### config.mk
export PLATFORM = sky130hd
export DESIGN_NAME = glpc_top
export DESIGN_NICKNAME = d
export VERILOG_FILES = /design/src/verilog/glpc_pkg.sv /design/src/verilog/glpc_top.sv /design/src/verilog/glpc_sync.sv
export SDC_FILE = /design/constraint.sdc
export NUM_CORES = 1
export LEC_CHECK = 0
export BUFFER_PORTS_ARGS = -buffer_cell sky130_fd_sc_hd__buf_2
export CAP_MARGIN = 20
export CORE_MARGIN = 2
export CORE_UTILIZATION = 42
export CTS_BUF_LIST = sky130_fd_sc_hd__clkbuf_4
export CTS_CLUSTER_DIAMETER = 200
export DETAILED_ROUTE_END_ITERATION = 7
export GPL_TIMING_DRIVEN = 0
export PLACE_DENSITY_LB_ADDON = 0.08
export SETUP_SLACK_MARGIN = 0.15
export SLEW_MARGIN = 20
export SYNTH_ARGS = -nofsm -noshare
export SYNTH_HDL_FRONTEND = slang
export SYNTH_SLANG_ARGS = --single-unit
### constraint.sdc
create_clock -name clk -period 1.8 [get_ports clk]
set_input_delay 0.27 -clock clk [delete_from_list [all_inputs] [get_ports clk]]
set_output_delay 0.27 -clock clk [all_outputs]
set_load 0.005 [all_outputs]
### src/verilog/glpc_pkg.sv
package glpc_pkg;

    // ****************************************
    // Sizes and register map
    // ****************************************
    localparam int          NUM_CH        = 16;
    localparam int          ADDR_W        = 12;
    localparam logic [11:0] TX_OE_OFS     = 12'h000;
    localparam logic [11:0] TEST_OFS      = 12'h004;
    localparam logic [11:0] STATUS_OFS    = 12'h008;
    localparam logic [15:0] TX_OE_RST     = 16'h0000;
    localparam logic        TERM_CTRL_RST = 1'b0;
    localparam int          TEST_TERM_BIT = 0;
    localparam int          ST_GATE_BIT   = 0;
    localparam int          ST_EDGE_BIT   = 1;
    localparam int          ST_PORT_BIT   = 2;
    localparam int          ST_FALL_BIT   = 3;
    localparam int          ST_MUX_BIT    = 4;
    localparam logic [31:0] ZERO_WORD     = 32'h0000_0000;

    // ****************************************
    // Timing
    // ****************************************
    localparam int CLK_PERIOD_NS = 5;
    localparam int RESET_MIN_NS  = 1000;
    localparam int RESET_MIN_CYC = (RESET_MIN_NS + CLK_PERIOD_NS - 1) / CLK_PERIOD_NS;

    // ****************************************
    // Static control pins, after synchronising
    // ****************************************
    typedef struct packed {
        logic tx_gate;
        logic edge_sel;
        logic port_sel;
    } glpc_pins_t;

endpackage

### src/verilog/glpc_top.sv
// Implementation choices: register access over APB and the address map.
`timescale 1ns/10ps
module glpc_top (
    input  wire logic                         clk,
    input  wire logic                         resetn,
    input  wire logic                         tx_gate_pin,
    input  wire logic                         serial_out_edge_sel,
    input  wire logic                         host_port_select,
    input  wire logic                         psel,
    input  wire logic                         penable,
    input  wire logic                         pwrite,
    input  wire logic [glpc_pkg::ADDR_W-1:0]  paddr,
    input  wire logic [31:0]                  pwdata,
    output logic      [31:0]                  prdata,
    output logic                              pready,
    output logic                              pslverr,
    output logic      [glpc_pkg::NUM_CH-1:0]  tx_line_pos_oe,
    output logic      [glpc_pkg::NUM_CH-1:0]  tx_line_neg_oe,
    output logic      [glpc_pkg::NUM_CH-1:0]  rx_term_en,
    output logic      [glpc_pkg::NUM_CH-1:0]  rx_monitor_en,
    output logic                              sdo_launch_fall,
    output logic                              bus_mux_mode
);
    import glpc_pkg::*;

    // ****************************************
    // Reset release synchroniser
    // ****************************************
    logic [1:0] rst_sync_reg;
    logic [1:0] rst_sync_next;
    logic       rst_n_int;

    always_comb begin
        rst_sync_next = {rst_sync_reg[0], 1'b1};
    end

    // Assert at once, release two edges later
    always_ff @(posedge clk or negedge resetn) begin
        if (!resetn) begin
            rst_sync_reg <= 2'h0;
        end else begin
            rst_sync_reg <= rst_sync_next;
        end
    end

    assign rst_n_int = rst_sync_reg[1];

    // ****************************************
    // Pin synchronisers
    // ****************************************
    glpc_pins_t pins_s;

    glpc_sync #(
        .WIDTH (3)
    ) u_pin_sync (
        .clk      (clk),
        .rst_n    (rst_n_int),
        .async_in ({tx_gate_pin, serial_out_edge_sel, host_port_select}),
        .sync_out (pins_s)
    );

    // ****************************************
    // APB register file
    // ****************************************
    logic [NUM_CH-1:0] oe_ctrl_reg;
    logic [NUM_CH-1:0] oe_ctrl_next;
    logic              term_ctrl_reg;
    logic              term_ctrl_next;
    logic [31:0]       prdata_reg;
    logic [31:0]       prdata_next;
    logic [31:0]       status_word;
    logic              setup_ph;
    logic              wr_acc;

    function automatic logic addr_mapped(input logic [ADDR_W-1:0] a);
        return (a == TX_OE_OFS) || (a == TEST_OFS) || (a == STATUS_OFS);
    endfunction

    assign setup_ph = psel && !penable;
    assign wr_acc   = psel && penable && pwrite;
    assign pready   = psel && penable;
    assign pslverr  = psel && penable && !addr_mapped(paddr);

    always_comb begin
        status_word              = ZERO_WORD;
        status_word[ST_GATE_BIT] = pins_s.tx_gate;
        status_word[ST_EDGE_BIT] = pins_s.edge_sel;
        status_word[ST_PORT_BIT] = pins_s.port_sel;
        status_word[ST_FALL_BIT] = sdo_launch_fall;
        status_word[ST_MUX_BIT]  = bus_mux_mode;
    end

    always_comb begin
        oe_ctrl_next   = oe_ctrl_reg;
        term_ctrl_next = term_ctrl_reg;
        prdata_next    = prdata_reg;
        if (wr_acc && paddr == TX_OE_OFS) begin
            oe_ctrl_next = pwdata[NUM_CH-1:0];
        end
        if (wr_acc && paddr == TEST_OFS) begin
            term_ctrl_next = pwdata[TEST_TERM_BIT];
        end
        // Read data captured in setup, stable through access
        if (setup_ph) begin
            unique case (paddr)
                TX_OE_OFS:  prdata_next = {16'h0000, oe_ctrl_reg};
                TEST_OFS:   prdata_next = {31'h0000_0000, term_ctrl_reg};
                STATUS_OFS: prdata_next = status_word;
                default:    prdata_next = ZERO_WORD;
            endcase
        end
    end

    // Defaults restored whenever reset is held
    always_ff @(posedge clk or negedge rst_n_int) begin
        if (!rst_n_int) begin
            oe_ctrl_reg   <= TX_OE_RST;
            term_ctrl_reg <= TERM_CTRL_RST;
            prdata_reg    <= ZERO_WORD;
        end else begin
            oe_ctrl_reg   <= oe_ctrl_next;
            term_ctrl_reg <= term_ctrl_next;
            prdata_reg    <= prdata_next;
        end
    end

    assign prdata = prdata_reg;

    // ****************************************
    // Line output, termination and host mode
    // ****************************************
    logic [NUM_CH-1:0] tx_oe_reg;
    logic [NUM_CH-1:0] tx_oe_next;
    logic [NUM_CH-1:0] term_reg;
    logic [NUM_CH-1:0] term_next;
    logic              fall_reg;
    logic              fall_next;
    logic              mux_reg;
    logic              mux_next;

    always_comb begin
        // Gate pin overrides every channel bit
        tx_oe_next = pins_s.tx_gate ? oe_ctrl_reg : '0;
        // Without the test bit the pin has no say on termination
        term_next  = '1;
        if (term_ctrl_reg) begin
            term_next = pins_s.tx_gate ? '1 : '0;
        end
        fall_next = fall_reg;
        mux_next  = mux_reg;
        // Shared pin meaning follows host port choice
        if (!pins_s.port_sel) begin
            fall_next = pins_s.edge_sel;
        end else begin
            mux_next = pins_s.edge_sel;
        end
    end

    always_ff @(posedge clk or negedge rst_n_int) begin
        if (!rst_n_int) begin
            tx_oe_reg <= '0;
            term_reg  <= '0;
            fall_reg  <= 1'b0;
            mux_reg   <= 1'b0;
        end else begin
            tx_oe_reg <= tx_oe_next;
            term_reg  <= term_next;
            fall_reg  <= fall_next;
            mux_reg   <= mux_next;
        end
    end

    assign tx_line_pos_oe  = tx_oe_reg;
    assign tx_line_neg_oe  = tx_oe_reg;
    assign rx_term_en      = term_reg;
    // Monitoring never depends on termination state
    assign rx_monitor_en   = '1;
    assign sdo_launch_fall = fall_reg;
    assign bus_mux_mode    = mux_reg;
endmodule

### src/verilog/glpc_sync.sv
`timescale 1ns/10ps
module glpc_sync #(
    parameter int WIDTH = 1
) (
    input  wire logic             clk,
    input  wire logic             rst_n,
    input  wire logic [WIDTH-1:0] async_in,
    output logic      [WIDTH-1:0] sync_out
);
    logic [WIDTH-1:0] meta_reg;
    logic [WIDTH-1:0] meta_next;
    logic [WIDTH-1:0] sync_reg;
    logic [WIDTH-1:0] sync_next;

    always_comb begin
        meta_next = async_in;
        sync_next = meta_reg;
    end

    always_ff @(posedge clk or negedge rst_n) begin
        if (!rst_n) begin
            meta_reg <= '0;
            sync_reg <= '0;
        end else begin
            meta_reg <= meta_next;
            sync_reg <= sync_next;
        end
    end

    assign sync_out = sync_reg;
endmodule

==> run_results.csv, run 1 <==
group,metric,value,unit
drt,drt_iter0_drc,125,
timing,post-route-period-util,83.9,%
global_route,grt_max_degree,59,
timing,setup_ws,0.289,ns
cts,cts_made_buffers,9,
power,p_leak,2.09,nW
logic_synthesis,synth_fa_ha_area_share,0,%
finish,fillerInstances,571,
floorplanning,die_area,7340,µm²
drt,drt-total-wl,5600,µm
drt,viasPerCell,4.27,
drt,ant_nets,0,
timing,fmaxAchievable,0.662,GHz
logic_synthesis,synth_cells,236,
cts,postCtsSetupRepairBufs,0,
drt,topRoutingLayerUsed,"met4",
finish,final_common_cell,"buf_2",
timing,rsz0062_at_grt,"false",
drt,routedWlPerCell,12.0,µm
timing,finalClockSkew,0.0112,ns
drt,wl_met3,478,µm
drt,met1Wirelength,2440,µm
logic_synthesis,syn_avg_cell_area,11.9,µm²
logic_synthesis,synth_simple_gate_area_share,12.7,%
placed_design,placement.setup.worst_slack,0.0117,ns
power,p_int,0.00234,W
power,p_sw,0.000593,W
power,p_clk_share,46.1,%
timing,finalSetupViolCount,0,
logic_synthesis,seq_area_frac_synth,53.6,%
cts,cts.clk_slew.worst_paths,0.10,ns
logic_synthesis,synthXorXnorAreaFrac,0,%
drt,drcViolationCount,0,
logic_synthesis,syn_area,2800,µm²
logic_synthesis,synth_compound_area_share,3.57,%
logic_synthesis,synth_top_area_share,53.6,%
cts,clockBufferDepth,2,
drt,vias,1990,
worst_setup_path,worstSetupPathType,"in2out",
cts,cts_tree,"done",
timing,tns,0,ns
timing,slew_headroom,50.5,%
logic_synthesis,yosys_warnings,0,
floorplanning,initial_core_util,43.8,%
timing,finalCriticalPeriod,1.51,ns
min_path,hold_class,"in2reg",
global_route,antenna_found_initial,0,
worst_setup_path,crit_path_max_fanout,5,
finish,multi_input_area,881,µm²
placed_design,place.gp.congestion,0.758,
power,power_density,776,nW/µm²
power,p_sw_share,20.2,%
timing,tightest_slew,0.743,ns
placed_design,port-buffer-count,102,
worst_setup_path,startpoint_type,"input port",
logic_synthesis,synth.area.mux_share,10.8,%
global_route,grt_pass1_vias,1847,
logic_synthesis,synthTopCellsByArea,"dfrtp_1 54%, buf_4 17%, mux2_4 5.4%",
worst_setup_path,required,1.53,ns
floorplanning,ios,152,
power,combPwrFrac,6.2,%
finish,regArea,1510,µm²
floorplanning,core,6390,µm²
logic_synthesis,yosysTopAreaCell,"dfrtp_1",
finish,nets,436,
cts,clk-insertion-delay-late,0.39,ns
global_route,grt_use_total,16.2,%
drt,wl_met2,2600,µm
logic_synthesis,synth_cell_type_count,26,
logic_synthesis,synth.ff_latch_count,60,
power,peakVddDrop,576,µV
floorplanning,die_h,85.7,µm
global_route,grt_pass1_wl,9010,µm
cts,cts_root_buf,"clkbuf_4",
power,seq_power_share,47.7,%
cts,cts_max_level,3,
worst_setup_path,worstSetupEndpointType,"output port",
finish,syn_to_final_growth,34.8,%
outcome,status,"complete, no violations",
cts,cts.sinks,60,
drt,dr.pass1.iters,4,
placed_design,dp_hpwl,4050,µm
worst_setup_path,cp_data_arrival_time,1.24,ns
finish,final_cell_mix,"102 x buf_2, 63 x buf_4, 58 x dfrtp_1",
finish,drive_above_1_share,52.7,%
global_route,grt-ovfl-total,0,
timing,final-hold-violation-count,0,
job,cap_violations,0,
floorplanning,fp-row-count,29,
floorplanning,chipWidth,85.7,µm
logic_synthesis,synth_top_family_by_area,"buffers and inverters",
timing,final_max_slew_viol_count,0,
finish,antennaDiodeCount,0,
[Yosys cell counts (all sizes together)]
cell type / number
nand4b: 1
mux2: 19
dfrtp: 60
o21a: 1
and4b: 1
nand4: 3
nand2: 28
clkbuf: 5
nor2: 2
buf: 66
o31ai: 5
nand2b: 2
nand3b: 1
nor3b: 1
and2: 18
nor2b: 1
nor3: 1
mux2i: 5
and4: 1
o21ai: 11
nor4: 2
conb: 2
[worst max-delay path: stages]
cell and delay, ns:
buf_2 0.11, nor4_4 0.38, nand4_1 0.16, and2_1 0.20, buf_2 0.13
[cell families (layout without fill, tap and decap cells)]
logic type,after synthesis,after routing
simple gates,62,62
flops,60,60
buf+inv,71,193
other cells,2,33
mux,24,24
compound gates,17,17
[final timing paths]
| path | startpoint | end | slack (ns) | cells after the start |
|---|---|---|---|---|
| worst min-delay path | pwdata[8] | oe_ctrl_reg[8] | 0.10 | 2 |
| worst min register to register | u_pin_sync.meta_reg[0] | u_pin_sync.sync_out[0] | 0.36 | 0 |
| worst max register to register | u_pin_sync.sync_out[2] | tx_line_neg_oe[9] | 0.56 | 2 |
| min in group asynchronous | resetn | rst_sync_reg[1] | 0.18 | 2 |
| max in group asynchronous | rst_sync_reg[1] | rx_term_en[14] | 0.88 | 0 |
| worst max-delay path | paddr[5] | pslverr | 0.29 | 5 |
[per-layer routing]
metal  track usage, %  vias to the layer above
met5                0                        -
met4             7.36                        0
met3             4.62                        8
met2             25.1                       89
met1             21.1                      912
li1                 -                      981
[power by group through the flow]
stage          logic, W  registers (W)  clock network [W]
3_5_place_dp   0.000172        0.00143                  0
4_1_cts        0.000179        0.00140            0.00139
6_report       0.000181        0.00140            0.00135
5_1_grt        0.000199        0.00141            0.00146
2_1_floorplan  0.000106        0.00141                  0
3_3_place_gp   0.000169        0.00142                  0
[layout make-up]
class | count | share of cell area (%)
clock buffer | 11 | 2.19
sequential | 60 | 39.9
timing repair buffer | 106 | 14.6
clock inverter | 5 | 3.28
buffer | 71 | 14.2
multi-input combinational | 136 | 23.3
tap | 77 | 2.55
[repair_timing]
action,in CTS,in global routing
endpoints found under the setup margin,0,15
hold buffers,4,0
resized for setup,0,1
hold endpoints to repair,5,0
[metrics by stage]
stage / std cells / instance area, µm² / total power [W] / hold WS, ns / util (%)
floorplan: 267 / 2920 / 0.00152 / -0.0256 / -
global placement: 446 / 3520 / 0.00159 / 0.0553 / 55.2
detailed placement: 446 / 3530 / 0.00160 / 0.0582 / 55.2
CTS: 466 / 3770 / 0.00297 / 0.0780 / 59.1
global route: 466 / 3770 / 0.00306 / 0.0653 / 59.1
finish: 466 / 3770 / 0.00293 / 0.104 / 59.1
No activity file was read; power rests on OpenSTA's default activity.
==> run 2, diff against run 1 <==
--- a/config.mk
+++ b/config.mk
@@ -8,7 +8,7 @@
 export BUFFER_PORTS_ARGS = -buffer_cell sky130_fd_sc_hd__buf_2
 export CAP_MARGIN = 20
 export CORE_MARGIN = 2
-export CORE_UTILIZATION = 42
+export CORE_UTILIZATION = 46
 export CTS_BUF_LIST = sky130_fd_sc_hd__clkbuf_4
 export CTS_CLUSTER_DIAMETER = 200
 export DETAILED_ROUTE_END_ITERATION = 7
==> constraint.sdc (replaced) <==
create_clock -name clk -period 1.49 [get_ports clk]
set_input_delay 0.2235 -clock clk [delete_from_list [all_inputs] [get_ports clk]]
set_output_delay 0.2235 -clock clk [all_outputs]
set_load 0.005 [all_outputs]
==> run_results.csv, run 2 (same netlist as run 1, synthesis figures left out) <==
group,metric,value,unit
global_route,grt_max_degree,59,
floorplanning,chipWidth,82.0,µm
placed_design,port-buffer-count,102,
drt,drt_iter0_drc,55,
power,p_int,0.00261,W
cts,clk-insertion-delay-late,0.39,ns
floorplanning,ios,152,
timing,final-hold-violation-count,0,
drt,viasPerCell,4.36,
min_path,hold_depth,2,
global_route,antenna_found_initial,0,
worst_setup_path,worstSetupPathType,"reg2out",
cts,cts.clk_slew.worst_paths,0.11,ns
finish,drive_above_1_share,53.6,%
floorplanning,die_area,6730,µm²
power,p_sw,0.000719,W
cts,cts_tree,"done",
finish,syn_to_final_growth,41.9,%
floorplanning,initial_core_util,47.6,%
timing,finalSetupViolCount,0,
cts,cts.sinks,60,
cts,cts_made_buffers,9,
power,p_clk_share,42.4,%
placed_design,dpl_cell_area,3520,µm²
worst_setup_path,required,1.27,ns
cts,clockBufferDepth,2,
timing,post-route-period-util,94.6,%
global_route,grt_pass1_vias,1777,
power,combPwrFrac,7.0,%
global_route,grt_pass1_wl,8670,µm
power,p_leak,2.20,nW
global_route,grt-ovfl-total,0,
finish,final_common_cell,"buf_2",
cts,cts_max_level,3,
worst_setup_path,r2r_start,"u_pin_sync.sync_out[2]",
drt,vias,2045,
drt,ant_nets,0,
min_path,hold_class,"in2reg",
worst_setup_path,regToRegEndpoint,"tx_line_neg_oe[9]",
floorplanning,fp-row-count,28,
finish,finalInstanceArea,3970,µm²
outcome,status,"complete, no violations",
min_path,min_from,"pwdata[13]",
power,power_density,838,nW/µm²
floorplanning,die_h,82.0,µm
timing,finalCriticalPeriod,1.41,ns
timing,fmaxAchievable,0.710,GHz
drt,drt-total-wl,5940,µm
timing,finalClockSkew,0.0140,ns
global_route,grt_use_total,18.0,%
drt,routedWlPerCell,12.7,µm
finish,antennaDiodeCount,0,
finish,postLayoutCoreUtil,67.5,%
worst_setup_path,startpoint_type,"flop",
drt,dr.pass1.iters,4,
finish,nets,442,
timing,slew_headroom,51.5,%
floorplanning,core,5890,µm²
worst_setup_path,worstSetupEndpointType,"output port",
timing,rsz0062_at_grt,"true",
cts,cts_root_buf,"clkbuf_4",
min_path,hold_end,"oe_ctrl_reg[13]",
finish,final_cell_mix,"82 x buf_2, 58 x dfrtp_1, 52 x buf_4",
power,seq_power_share,50.6,%
worst_setup_path,reg2reg_depth,2,
placed_design,dp_hpwl,4090,µm
worst_setup_path,ff2ff_setup_slack,0.34,ns
power,peakVddDrop,656,µV
worst_setup_path,cp_data_arrival_time,1.19,ns
drt,drcViolationCount,0,
timing,tightest_slew,0.727,ns
job,cap_violations,0,
worst_setup_path,crit_path_max_fanout,8,
timing,final_max_slew_viol_count,0,
placed_design,place.gp.congestion,0.761,
power,p_sw_share,21.6,%
-- run 2: cell count changes in the layout (fill, tap and decap cells not counted), sizes merged --
cell and change:
bufinv -1, buf +6, clkbuf -2, clkinv +2
-- run 2: metal layers --
| metal | vias up | part of all wire [%] | GRT usage, % |
|---|---|---|---|
| met5 | - | 0 | 0 |
| met4 | 0 | 1.7 | 7.83 |
| met3 | 9 | 8.5 | 6.70 |
| met2 | 87 | 51 | 30.7 |
| met1 | 949 | 39 | 20.0 |
| li1 | 1000 | - | - |
-- run 2: timing repair --
item                                    CTS  global route
hold buffers                              4             0
hold endpoints to repair                  5             0
gates resized for setup                  28            13
cloned                                    0             0
pin swaps                                 2             4
setup buffers                             6             0
endpoints found under the setup margin   17            17
-- run 2: area by class of cell --
cell class	count	area, µm²
Multi-Input combinational cell	136	883
Buffer	71	591
Tap cell	75	93.8
Sequential cell	60	1510
Timing Repair Buffer	112	728
Fill cell	462	1910
Clock buffer	9	67.6
Clock inverter	6	104
-- run 2: metrics by stage --
stage	hold slack (ns)	power (W)	TNS, ns	setup WS (ns)	instances
global placement	0.00922	0.00192	-2.79	-0.226	444
finish	0.0507	0.00333	0	0.0807	469
detailed placement	0.0101	0.00193	-2.89	-0.228	444
global route	0.000717	0.00350	0	0.00644	469
floorplan	-0.0721	0.00184	0	0.0104	267
CTS	0.0188	0.00336	0	0.0622	469
-- run 2: power by group through the flow --
stage	logic [W]	clock network, W	registers, W
floorplan	0.000128	0	0.00171
global placement	0.000204	0	0.00172
detailed placement	0.000206	0	0.00172
CTS	0.000219	0.00145	0.00169
global route	0.000259	0.00154	0.00170
finish	0.000232	0.00141	0.00169
-- run 2: worst max-delay path: stages, from the launching register on --
cell	delay (ns)
dfrtp_2	0.43
buf_6	0.15
buf_6	0.12
buf_6	0.10
-- run 2: worst max path at each step --
stage	from	endpoint	slack, ns	depth (start not counted)
2_1_floorplan	paddr[10]	oe_ctrl_reg[10]	0.01	5
4_1_cts	rx_term_en[14]	rx_term_en[9]	0.06	3
6_report	rx_term_en[14]	rx_term_en[8]	0.08	3
3_5_place_dp	paddr[5]	oe_ctrl_reg[8]	-0.23	6
3_3_place_gp	paddr[10]	oe_ctrl_reg[6]	-0.23	6
5_1_grt	rx_term_en[14]	rx_term_en[10]	0.006	3
==> run 3, diff against run 2 <==
--- a/config.mk
+++ b/config.mk
@@ -7,6 +7,7 @@
 export LEC_CHECK = 0
 export BUFFER_PORTS_ARGS = -buffer_cell sky130_fd_sc_hd__buf_2
 export CAP_MARGIN = 20
+export CORE_ASPECT_RATIO = 1.25
 export CORE_MARGIN = 2
 export CORE_UTILIZATION = 46
 export CTS_BUF_LIST = sky130_fd_sc_hd__clkbuf_4
==> run_results.csv, run 3 (same netlist as run 1, synthesis figures left out) <==
group,metric,value,unit
floorplanning,ios,152,
cts,cts.clk_slew.worst_paths,0.09,ns
global_route,antenna_found_initial,0,
timing,slew_headroom,52.7,%
finish,nets,448,
drt,drcViolationCount,0,
worst_setup_path,cp_data_arrival_time,1.19,ns
timing,tightest_slew,0.709,ns
timing,finalSetupViolCount,0,
timing,tns,0,ns
floorplanning,die_h,91.2,µm
power,p_sw_share,23.5,%
floorplanning,core,5860,µm²
min_path,hold_class,"in2reg",
cts,cts.sinks,60,
finish,drive_above_1_share,54.0,%
job,cap_violations,0,
timing,final-hold-violation-count,0,
placed_design,place.gp.congestion,0.693,
drt,vias,2055,
timing,post-route-period-util,95.0,%
global_route,grt_max_degree,59,
cts,cts_made_buffers,9,
global_route,grt_pass1_vias,2069,
drt,wl_met2,3270,µm
drt,dr.pass1.iters,4,
drt,topRoutingLayerUsed,"met4",
power,p_sw,0.000697,W
floorplanning,die_area,6730,µm²
power,peakVddDrop,623,µV
finish,final_cell_count_no_fill,482,
outcome,status,"complete, no violations",
power,p_clk_share,35.3,%
worst_setup_path,worstSetupEndpointType,"output port",
floorplanning,fp-row-count,31,
cts,cts_tree,"done",
global_route,grt-ovfl-total,0,
cts,cts_root_buf,"clkbuf_4",
finish,antennaDiodeCount,0,
floorplanning,chipWidth,73.8,µm
timing,finalClockSkew,0.00764,ns
drt,wl_met3,497,µm
global_route,grt_use_total,19.5,%
power,combPwrFrac,7.9,%
placed_design,dp_hpwl,4280,µm
cts,cts_max_level,3,
worst_setup_path,startpoint_type,"flop",
timing,final_max_slew_viol_count,0,
drt,routedWlPerCell,12.9,µm
drt,ant_nets,0,
finish,syn_to_final_growth,42.4,%
placed_design,port-buffer-count,102,
worst_setup_path,crit_path_max_fanout,8,
drt,drt_iter0_drc,96,
cts,clockBufferDepth,2,
global_route,grt_pass1_wl,9850,µm
finish,final_common_cell,"buf_2",
drt,drt-total-wl,6210,µm
timing,rsz0062_at_grt,"true",
power,seq_power_share,56.8,%
cts,clk-insertion-delay-late,0.39,ns
worst_setup_path,worstSetupPathType,"reg2out",
drt,viasPerCell,4.26,
power,p_leak,2.20,nW
finish,final_cell_mix,"83 x buf_2, 58 x buf_4, 58 x dfrtp_1",
placed_design,dp.cells,451,
floorplanning,initial_core_util,47.8,%
power,p_int,0.00227,W
timing,finalCriticalPeriod,1.42,ns
drt,met1Wirelength,2370,µm
power,power_density,743,nW/µm²
timing,fmaxAchievable,0.706,GHz
worst_setup_path,required,1.27,ns
==> run 3: cell count changes in the layout (fill, tap and decap cells not counted), sizes merged <==
| cell | previous run | this run |
|---|---|---|
| clkbuf | 14 | 15 |
| clkinv | 3 | 4 |
| clkinvlp | 0 | 1 |
| buf | 174 | 179 |
| bufinv | 3 | 1 |
==> run 3: timing repair <==
action | CTS | global route
endpoints found under the setup margin | 17 | 27
resized for setup | 32 | 7
hold buffers | 4 | 0
hold endpoints to repair | 5 | 0
pin swaps | 4 | 4
buffers inserted | 9 | 2
gates cloned | 0 | 1
==> run 3: final cells by class <==
| cell class | instances | area [µm²] |
|---|---|---|
| buffer | 71 | 591 |
| clock buffer | 9 | 67.6 |
| clock inverter | 6 | 56.3 |
| fill | 455 | 1870 |
| multi-input combinational | 136 | 881 |
| sequential | 60 | 1510 |
| tap | 82 | 103 |
| timing repair buffer | 118 | 785 |
==> run 3: path summary, 6_finish.rpt <==
check                                  startpoint                      to  slack (ns)  cells after the start
min reg2reg                u_pin_sync.meta_reg[2]  u_pin_sync.sync_out[2]        0.35                      0
max reg2reg                u_pin_sync.sync_out[2]       tx_line_neg_oe[0]        0.34                      2
min in group asynchronous                  resetn         rst_sync_reg[0]        0.13                      2
max                                rx_term_en[14]          rx_term_en[13]        0.07                      3
max in group asynchronous         rst_sync_reg[1]          rx_term_en[14]        0.59                      0
min                                    pwdata[15]         oe_ctrl_reg[15]        0.05                      2
==> run 3: per-stage QoR <==
stage               power [W]  cell area [µm²]  hold WS [ns]  setup slack, ns  utilization, %
global placement      0.00192             3530        0.0101           -0.227            60.3
CTS                   0.00299             3910        0.0233           0.0647            66.8
global route          0.00311             3990        0.0123           0.0180            68.1
floorplan             0.00184             2920       -0.0721           0.0104               -
finish                0.00296             3990        0.0458           0.0739            68.1
detailed placement    0.00193             3530        0.0176           -0.243            60.3
==> run 3: power by group through the flow <==
stage	Sequential, W	Clock (W)	Combinational, W
floorplan	0.00171	0	0.000128
global placement	0.00172	0	0.000205
detailed placement	0.00172	0	0.000208
CTS	0.00169	0.00108	0.000221
global route	0.00170	0.00116	0.000257
finish	0.00168	0.00105	0.000234
==> run 3: routing by layer <==
metal	GRT usage, %	vias to the layer above
met5	0	-
met3	6.66	7
li1	-	999
met2	33.9	102
met4	6.97	0
met1	21.6	947
==> run 3: worst max-delay path: stages (launching register included) <==
cell and delay (ns):
dfrtp_2 0.44, buf_6 0.15, buf_6 0.12, buf_6 0.10
